===== config.mk =====
export PLATFORM = sky130hd
export DESIGN_NAME = pbbl_loader
export DESIGN_NICKNAME = d
export VERILOG_FILES = /design/src/pbbl_pkg.sv /design/src/pbbl_fifo.sv /design/src/pbbl_loader.sv
export SDC_FILE = /design/constraint.sdc
export NUM_CORES = 1
export LEC_CHECK = 0
export BUFFER_PORTS_ARGS = -buffer_cell sky130_fd_sc_hd__buf_2
export CAP_MARGIN = 20
export CELL_PAD_IN_SITES_DETAIL_PLACEMENT = 0
export CELL_PAD_IN_SITES_GLOBAL_PLACEMENT = 1
export CORE_MARGIN = 8
export CORE_UTILIZATION = 40
export DETAILED_ROUTE_END_ITERATION = 16
export GPL_TIMING_DRIVEN = 0
export PLACE_DENSITY = 0.79
export SETUP_SLACK_MARGIN = 0.05
export SLEW_MARGIN = 20
export SYNTH_ARGS = -nofsm -noshare
export SYNTH_HDL_FRONTEND = slang
export SYNTH_SLANG_ARGS = --single-unit

===== constraint.sdc =====
create_clock -name sys_clk_i -period 2.25 [get_ports sys_clk_i]
set_input_delay 0.225 -clock sys_clk_i [delete_from_list [all_inputs] [get_ports sys_clk_i]]
set_output_delay 0.225 -clock sys_clk_i [all_outputs]
set_load 0.02 [all_outputs]

===== src/pbbl_pkg.sv =====
package pbbl_pkg;

  localparam int unsigned BYTE_W     = 8;
  localparam int unsigned WORD_W     = 16;
  localparam int unsigned ADDR_W     = 32;
  localparam int unsigned PIN_W      = 16;
  localparam int unsigned FIFO_DEPTH = 4;

  // stream keys for 8-bit and 16-bit memory width
  localparam logic [WORD_W-1:0] KEY_8BIT  = 16'h08AA;
  localparam logic [WORD_W-1:0] KEY_16BIT = 16'h10AA;
  localparam logic [WORD_W-1:0] SIZE_END  = 16'h0000;
  localparam logic [WORD_W-1:0] CNT_ONE   = 16'h0001;

  localparam logic [3:0] RSVD_LAST = 4'h7;
  localparam logic [3:0] RSVD_ZERO = 4'h0;
  localparam logic [3:0] RSVD_STEP = 4'h1;
  localparam logic [ADDR_W-1:0] ADDR_STEP = 32'h0000_0001;

  // handshake output idles high: not ready
  localparam logic DEV_HS_RST = 1'h1;

  typedef struct packed {
    logic              we;
    logic [ADDR_W-1:0] addr;
    logic [WORD_W-1:0] data;
  } pbbl_ram_wr_s;

  localparam pbbl_ram_wr_s RAM_WR_RST = '{we: 1'h0, addr: 32'h0000_0000, data: 16'h0000};

  typedef enum logic [1:0] {
    HS_IDLE  = 2'h0,
    HS_READY = 2'h1,
    HS_ACK   = 2'h3
  } pbbl_hs_e;

  typedef enum logic [3:0] {
    P_KEY     = 4'h0,
    P_RSVD    = 4'h1,
    P_EP_HI   = 4'h3,
    P_EP_LO   = 4'h2,
    P_SIZE    = 4'h6,
    P_ADDR_HI = 4'h7,
    P_ADDR_LO = 4'h5,
    P_DATA    = 4'h4,
    P_DONE    = 4'hC,
    P_ABORT   = 4'h8
  } pbbl_parse_e;

endpackage


===== src/pbbl_fifo.sv =====
`timescale 1ns/1ns
`default_nettype none

module pbbl_fifo #(
  parameter int unsigned WIDTH = 8,
  parameter int unsigned DEPTH = 4
) (
  input  wire logic             sys_clk_i,
  input  wire logic             sys_rst_i,
  input  wire logic             in_valid_i,
  input  wire logic [WIDTH-1:0] in_data_i,
  output logic                  in_ready_o,
  output logic                  out_valid_o,
  output logic [WIDTH-1:0]      out_data_o,
  input  wire logic             out_ready_i
);

  localparam int unsigned AW = (DEPTH > 1) ? $clog2(DEPTH) : 1;
  localparam int unsigned CW = $clog2(DEPTH + 1);
  localparam logic [AW-1:0] PTR_LAST = AW'(DEPTH - 1);
  localparam logic [CW-1:0] CNT_FULL = CW'(DEPTH);
  localparam logic [AW-1:0] PTR_ONE  = AW'(1);
  localparam logic [CW-1:0] CNT_ONE  = CW'(1);

  logic [WIDTH-1:0] mem [DEPTH];
  logic [AW-1:0]    wr_ptr;
  logic [AW-1:0]    rd_ptr;
  logic [CW-1:0]    count;
  logic [AW-1:0]    next_wr_ptr;
  logic [AW-1:0]    next_rd_ptr;
  logic [CW-1:0]    next_count;
  logic             push;
  logic             pop;

  assign in_ready_o  = (count != CNT_FULL);
  assign out_valid_o = (count != '0);
  assign out_data_o  = mem[rd_ptr];
  assign push        = in_valid_i && in_ready_o;
  assign pop         = out_valid_o && out_ready_i;

  always_comb
  begin
    next_wr_ptr = wr_ptr;
    next_rd_ptr = rd_ptr;
    next_count  = count;
    if (push)
    begin
      next_wr_ptr = (wr_ptr == PTR_LAST) ? '0 : wr_ptr + PTR_ONE;
    end
    if (pop)
    begin
      next_rd_ptr = (rd_ptr == PTR_LAST) ? '0 : rd_ptr + PTR_ONE;
    end
    if (push && !pop)
    begin
      next_count = count + CNT_ONE;
    end
    else if (pop && !push)
    begin
      next_count = count - CNT_ONE;
    end
  end

  always_ff @(posedge sys_clk_i)
  begin
    if (sys_rst_i)
    begin
      wr_ptr <= '0;
      rd_ptr <= '0;
      count  <= '0;
    end
    else
    begin
      wr_ptr <= next_wr_ptr;
      rd_ptr <= next_rd_ptr;
      count  <= next_count;
    end
  end

  // storage needs no reset; count guards reads
  always_ff @(posedge sys_clk_i)
  begin
    if (push)
    begin
      mem[wr_ptr] <= in_data_i;
    end
  end

endmodule

`default_nettype wire


===== src/pbbl_loader.sv =====
`timescale 1ns/1ns
`default_nettype none

// Contract
// - The device asks for the next byte by driving its handshake output low.
// - On the host's low level the device captures the data and then drives its handshake high.
// - The host returns its handshake high and only then may the device go low again.
// - The four-phase exchange repeats for every byte with no timeout on either side.
// - Only the lower eight data lines are used and any upper byte is ignored.
// - Two bytes make one word, first byte low, and the entry point comes upper word first.
// - Either key value is accepted, and any other first word aborts toward the flash path.
// - After the key eight reserved words are discarded, then two entry-point words are read.
// - Every block starts with a 16-bit word count.
// - The count is followed by a 32-bit address, upper word first, and that many data words.
// - Block data goes into on-chip RAM at consecutive addresses from the destination.
// - A block count of zero ends the stream and the entry point is handed back.
module pbbl_loader (
  input  wire logic                         sys_clk_i,
  input  wire logic                         sys_rst_i,
  input  wire logic [pbbl_pkg::PIN_W-1:0]   par_data_i,
  input  wire logic                         host_handshake_i,
  output logic                              dev_handshake_o,
  output pbbl_pkg::pbbl_ram_wr_s            ram_wr_o,
  output logic [pbbl_pkg::ADDR_W-1:0]       entry_point_o,
  output logic                              load_done_o,
  output logic                              load_abort_o
);

  function automatic logic key_ok(input logic [pbbl_pkg::WORD_W-1:0] w);
    key_ok = (w == pbbl_pkg::KEY_8BIT) || (w == pbbl_pkg::KEY_16BIT);
  endfunction

  logic [pbbl_pkg::BYTE_W-1:0] data_meta;
  logic [pbbl_pkg::BYTE_W-1:0] data_sync;
  logic                        hs_meta;
  logic                        hs_sync;

  always_ff @(posedge sys_clk_i)
  begin
    data_meta <= par_data_i[pbbl_pkg::BYTE_W-1:0];
    data_sync <= data_meta;
    hs_meta   <= host_handshake_i;
    hs_sync   <= hs_meta;
  end

  // handshake engine
  pbbl_pkg::pbbl_hs_e          hs_state;
  pbbl_pkg::pbbl_hs_e          next_hs_state;
  logic                        next_dev_hs;
  logic                        fifo_in_ready;
  logic                        fifo_push;

  // ready is offered only with room, so a captured byte is never lost
  always_comb
  begin
    next_hs_state = hs_state;
    next_dev_hs   = dev_handshake_o;
    fifo_push     = 1'b0;
    case (hs_state)
      pbbl_pkg::HS_IDLE:
      begin
        if (hs_sync && fifo_in_ready)
        begin
          next_dev_hs   = 1'b0;
          next_hs_state = pbbl_pkg::HS_READY;
        end
      end
      pbbl_pkg::HS_READY:
      begin
        if (!hs_sync)
        begin
          fifo_push     = 1'b1;
          next_dev_hs   = 1'b1;
          next_hs_state = pbbl_pkg::HS_ACK;
        end
      end
      pbbl_pkg::HS_ACK:
      begin
        if (hs_sync)
        begin
          next_hs_state = pbbl_pkg::HS_IDLE;
        end
      end
      default:
      begin
        next_dev_hs   = pbbl_pkg::DEV_HS_RST;
        next_hs_state = pbbl_pkg::HS_IDLE;
      end
    endcase
  end

  always_ff @(posedge sys_clk_i)
  begin
    if (sys_rst_i)
    begin
      hs_state        <= pbbl_pkg::HS_IDLE;
      dev_handshake_o <= pbbl_pkg::DEV_HS_RST;
    end
    else
    begin
      hs_state        <= next_hs_state;
      dev_handshake_o <= next_dev_hs;
    end
  end

  // byte buffer between pins and parser
  logic                        fifo_out_valid;
  logic                        fifo_out_ready;
  logic [pbbl_pkg::BYTE_W-1:0] fifo_byte;

  pbbl_fifo #(
    .WIDTH (pbbl_pkg::BYTE_W),
    .DEPTH (pbbl_pkg::FIFO_DEPTH)
  ) u_fifo (
    .sys_clk_i   (sys_clk_i),
    .sys_rst_i   (sys_rst_i),
    .in_valid_i  (fifo_push),
    .in_data_i   (data_sync),
    .in_ready_o  (fifo_in_ready),
    .out_valid_o (fifo_out_valid),
    .out_data_o  (fifo_byte),
    .out_ready_i (fifo_out_ready)
  );

  // stream parser
  pbbl_pkg::pbbl_parse_e        pstate;
  pbbl_pkg::pbbl_parse_e        next_pstate;
  logic [pbbl_pkg::BYTE_W-1:0]  byte_lo;
  logic [pbbl_pkg::BYTE_W-1:0]  next_byte_lo;
  logic                         half;
  logic                         next_half;
  logic [3:0]                   rsvd_cnt;
  logic [3:0]                   next_rsvd_cnt;
  logic [pbbl_pkg::WORD_W-1:0]  blk_cnt;
  logic [pbbl_pkg::WORD_W-1:0]  next_blk_cnt;
  logic [pbbl_pkg::ADDR_W-1:0]  dst;
  logic [pbbl_pkg::ADDR_W-1:0]  next_dst;
  logic [pbbl_pkg::ADDR_W-1:0]  next_entry;
  pbbl_pkg::pbbl_ram_wr_s       next_ram_wr;
  logic                         next_done;
  logic                         next_abort;
  logic                         pop;
  logic                         word_v;
  logic [pbbl_pkg::WORD_W-1:0]  word;

  // once finished the buffer fills and the pins stall the host
  assign fifo_out_ready = (pstate != pbbl_pkg::P_DONE) && (pstate != pbbl_pkg::P_ABORT);
  assign pop            = fifo_out_valid && fifo_out_ready;
  assign word           = {fifo_byte, byte_lo};
  assign word_v         = pop && half;

  always_comb
  begin
    next_pstate   = pstate;
    next_byte_lo  = byte_lo;
    next_half     = half;
    next_rsvd_cnt = rsvd_cnt;
    next_blk_cnt  = blk_cnt;
    next_dst      = dst;
    next_entry    = entry_point_o;
    next_ram_wr   = ram_wr_o;
    next_ram_wr.we = 1'b0;
    next_done     = 1'b0;
    next_abort    = load_abort_o;
    if (pop)
    begin
      next_half = !half;
      if (!half)
      begin
        next_byte_lo = fifo_byte;
      end
    end
    if (word_v)
    begin
      case (pstate)
        pbbl_pkg::P_KEY:
        begin
          if (key_ok(word))
          begin
            next_rsvd_cnt = pbbl_pkg::RSVD_ZERO;
            next_pstate   = pbbl_pkg::P_RSVD;
          end
          else
          begin
            next_abort  = 1'b1;
            next_pstate = pbbl_pkg::P_ABORT;
          end
        end
        pbbl_pkg::P_RSVD:
        begin
          if (rsvd_cnt == pbbl_pkg::RSVD_LAST)
          begin
            next_pstate = pbbl_pkg::P_EP_HI;
          end
          else
          begin
            next_rsvd_cnt = rsvd_cnt + pbbl_pkg::RSVD_STEP;
          end
        end
        pbbl_pkg::P_EP_HI:
        begin
          next_entry[pbbl_pkg::ADDR_W-1:pbbl_pkg::WORD_W] = word;
          next_pstate = pbbl_pkg::P_EP_LO;
        end
        pbbl_pkg::P_EP_LO:
        begin
          next_entry[pbbl_pkg::WORD_W-1:0] = word;
          next_pstate = pbbl_pkg::P_SIZE;
        end
        pbbl_pkg::P_SIZE:
        begin
          if (word == pbbl_pkg::SIZE_END)
          begin
            next_done   = 1'b1;
            next_pstate = pbbl_pkg::P_DONE;
          end
          else
          begin
            next_blk_cnt = word;
            next_pstate  = pbbl_pkg::P_ADDR_HI;
          end
        end
        pbbl_pkg::P_ADDR_HI:
        begin
          next_dst[pbbl_pkg::ADDR_W-1:pbbl_pkg::WORD_W] = word;
          next_pstate = pbbl_pkg::P_ADDR_LO;
        end
        pbbl_pkg::P_ADDR_LO:
        begin
          next_dst[pbbl_pkg::WORD_W-1:0] = word;
          next_pstate = pbbl_pkg::P_DATA;
        end
        pbbl_pkg::P_DATA:
        begin
          next_ram_wr.we   = 1'b1;
          next_ram_wr.addr = dst;
          next_ram_wr.data = word;
          next_dst         = dst + pbbl_pkg::ADDR_STEP;
          next_blk_cnt     = blk_cnt - pbbl_pkg::CNT_ONE;
          if (blk_cnt == pbbl_pkg::CNT_ONE)
          begin
            next_pstate = pbbl_pkg::P_SIZE;
          end
        end
        default:
        begin
          next_pstate = pstate;
        end
      endcase
    end
  end

  always_ff @(posedge sys_clk_i)
  begin
    if (sys_rst_i)
    begin
      pstate        <= pbbl_pkg::P_KEY;
      byte_lo       <= '0;
      half          <= 1'b0;
      rsvd_cnt      <= pbbl_pkg::RSVD_ZERO;
      blk_cnt       <= '0;
      dst           <= '0;
      entry_point_o <= '0;
      ram_wr_o      <= pbbl_pkg::RAM_WR_RST;
      load_done_o   <= 1'b0;
      load_abort_o  <= 1'b0;
    end
    else
    begin
      pstate        <= next_pstate;
      byte_lo       <= next_byte_lo;
      half          <= next_half;
      rsvd_cnt      <= next_rsvd_cnt;
      blk_cnt       <= next_blk_cnt;
      dst           <= next_dst;
      entry_point_o <= next_entry;
      ram_wr_o      <= next_ram_wr;
      load_done_o   <= next_done;
      load_abort_o  <= next_abort;
    end
  end
endmodule

`default_nettype wire


==> flow_metrics.tcl <==
set metrics [dict create \
    status "complete, but fails checks" \
    failed_checks "setup timing" \
    crit_type "reg2reg" \
    period_minus_slack_ps 2380 \
    syn-cell-area_mm2 0.00880 \
    nFillCells 2033 \
    maxCapViolations 0 \
    ir_worst_vdd_uv 803 \
    setup_viol 19 \
    ant_nets 0 \
    cts.clk_slew.worst_paths_ps 60 \
    setup_tns_ps -1660 \
    wl_per_cell_um 19.1 \
    cts-root-buf "clkbuf_16" \
    p_leak_nw 4.32 \
    core_mm2 0.0217 \
    p_per_area_mw_per_mm2 950 \
    syn2layout_area_growth_pct 26.2 \
    synth_edf_count 32 \
    syn-instance-count 968 \
    cp-end-kind "register" \
    tightest_slew_ps 848 \
    place_hpwl_um 18300 \
    cp_max_fo 8 \
    yosysSeqAreaShare_pct 51.4 \
    post-route-drc-count 0 \
    pre_cts_slack_ps -675 \
    grt_pass1_vias 7615 \
    maxSlewViolCount 0 \
    grt-ovfl-total 0 \
    drt_iter0_markers 584 \
    rsz0062_at_grt "yes" \
    nets 1153 \
    finalCritPeriodShare_pct 106 \
    clock-skew-final_ps 13.0 \
    gp_congestion 0.903 \
    dieArea_mm2 0.0270 \
    ys_warn_count 0 \
    avgSynthCellArea_um2 9.09 \
    critPathLaunchType "register" \
    hold_violations 0 \
    track_usage_pct 19.6 \
    cts_sinks 210 \
    ioPinCount 103 \
    finalWorstSetupSlack_ps -130 \
    hold_slack_ps 321 \
    antenna_found_initial 0 \
    synth_cell_types 66 \
    rows 54 \
    firstDrtPassIters 5 \
    die_y_um 164 \
    critPathRequiredTime_ps 2700 \
    num_antenna_cells 0 \
    syn_nets 998 \
    cts_tree "built" \
    vias 7860 \
    clk_latency_ps 530 \
    grt_max_degree 15 \
    cts_max_path_buffers 3 \
    ys.flop_type "dfxtp_1" \
    ys_ff_latch 210 \
    port_buffers 93 \
    htree_levels 1 \
    drt-total-wl_um 27200 \
    relSlewSlack_pct 43.3 \
    start_util_pct 40.6 \
    async_flop_share_pct 0 \
    min_path_type "reg2reg" \
    die_x_um 164 \
    finalPower_w 0.0105 \
    via_per_inst 5.54 \
    drive_gt1_share_pct 24.1 \
    cts_buffers 23 \
    fmax_mhz 420 \
    grt_pass1_wl_um 42200 \
    cp_data_arrival_time_ps 2830 \
]
through the flow:
stage | std cells | area [um2] | utilization (%)
2_1_floorplan | 968 | 8810 | -
3_3_place_gp | 1341 | 9630 | 44.4
3_5_place_dp | 1341 | 9630 | 44.4
4_1_cts | 1411 | 10900 | 50.1
5_1_grt | 1420 | 11100 | 51.2
6_report | 1420 | 11100 | 51.2
area by class of cell:
| type | instances | area [um2] | area share, % |
|---|---|---|---|
| timing repair buffer | 139 | 848 | 7.64 |
| buffer | 56 | 305 | 2.75 |
| sequential | 210 | 4540 | 40.9 |
| clock inverter | 15 | 169 | 1.52 |
| clock buffer | 27 | 611 | 5.50 |
| tap | 280 | 350 | 3.16 |
| inverter | 14 | 52.6 | 0.473 |
| multi-input combinational | 679 | 4230 | 38.1 |
kinds of logic (layout without fill, tap and decap cells):
logic type               Yosys count  count (layout)  synth area share, %
AO/OA/AOI/OAI                    212             212                 14.2
XOR/XNOR                           5               5                0.498
adder cells (fa/ha/maj)           11              11                 1.65
buffers and inverters             79             251                 3.61
flip-flops                       210             210                 51.4
multiplexers                      52              52                 7.27
AND/OR/NAND/NOR                  399             399                 21.3
repair_timing:
| item | 4_1_cts | 5_1_grt |
|---|---|---|
| hold endpoints to repair | 9 | 0 |
| hold buffers | 9 | 0 |
| gates cloned | 1 | 0 |
| pin swaps | 37 | 19 |
| setup endpoints to repair | 133 | 99 |
| gates resized for setup | 87 | 51 |
| buffers inserted | 24 | 12 |
power breakdown:
part	switching [W]	leakage (nW)	internal [W]
clock network	0.00159	0.376	0.00230
registers	0.000312	1.74	0.00402
logic	0.00140	2.21	0.000920
total	0.00330	4.32	0.00724
synthesized netlist by cell type (all sizes together) (6+ instances only):
cell | n | area (um2)
and2 | 6 | 37.5
mux4 | 8 | 199
a211oi | 9 | 67.6
o21ai | 48 | 240
nand4 | 9 | 62.6
o31ai | 6 | 45.0
nor3 | 18 | 90.1
nand3 | 19 | 95.1
inv | 14 | 52.6
mux2i | 44 | 440
edfxtp | 32 | 961
buf | 12 | 66.3
and4 | 6 | 53.8
a22oi | 6 | 45.0
dfxtp | 178 | 3560
a311oi | 7 | 61.3
ha | 10 | 125
or4 | 8 | 63.8
clkbuf | 53 | 199
nor2 | 123 | 462
nor4 | 15 | 145
a21oi | 100 | 500
nand2b | 8 | 52.6
and3 | 6 | 37.5
nand2 | 159 | 597
sequential cells by signal, indices dropped and copies added (netlist names), 8 cells and up, named ones only:
signal / flops
blk_cnt: 16
byte_lo: 8
data_meta: 8
data_sync: 8
dst: 32
entry_point_o: 32
ram_wr_o: 49
u_fifo.mem: 32
placed cells by master, fill, tap and decap left out, types with 6 or more instances in the layout:
cell             n
a311oi_1         7
inv_1           14
dfxtp_1        168
nor4_4           6
nand2b_1         6
nand2_1        154
a21oi_2          6
edfxtp_1        32
o21ai_0         32
mux2i_1         44
clkbuf_1        28
and2_1           6
nor3_1          15
clkbuf_16       23
a22oi_1          6
buf_2           97
nor2_1         119
clkbuf_2        13
nor4_1           7
o21ai_2         12
a211oi_1         9
a21oi_1         94
mux4_2           7
ha_1             8
dlygate4sd3_1    9
buf_6            6
buf_4           36
o31ai_1          6
nand3_1         16
and3_1           6
nand4_1          8
dfxtp_2          9
metal layers:
| layer | vias up | GRT usage, % | wire [um] |
|---|---|---|---|
| met2 | 285 | 32.8 | 13100 |
| met5 | - | 0 | 0 |
| met1 | 3781 | 24.7 | 11400 |
| li1 | 3732 | - | - |
| met4 | 0 | 7.36 | 850 |
| met3 | 62 | 3.66 | 1830 |
path summary, 6_finish.rpt:
kind,slack (ps),to,startpoint,cells after the start
hold reg to reg,320,data_sync[7],data_meta[7],0
setup / recovery,-130,blk_cnt[1],register,9
setup reg to reg,-130,blk_cnt[1],register,9
hold / removal,320,data_sync[7],data_meta[7],0
critical path: stages, from the launching register on:
cell      delay (ps)
dfxtp_2          330
buf_8            140
mux4_2           570
nor4_4           330
buf_4            160
and4_4           230
nand2b_4         200
buf_6            160
nand2_2           60
a21oi_2          120
(Power assumes the default switching activity.)
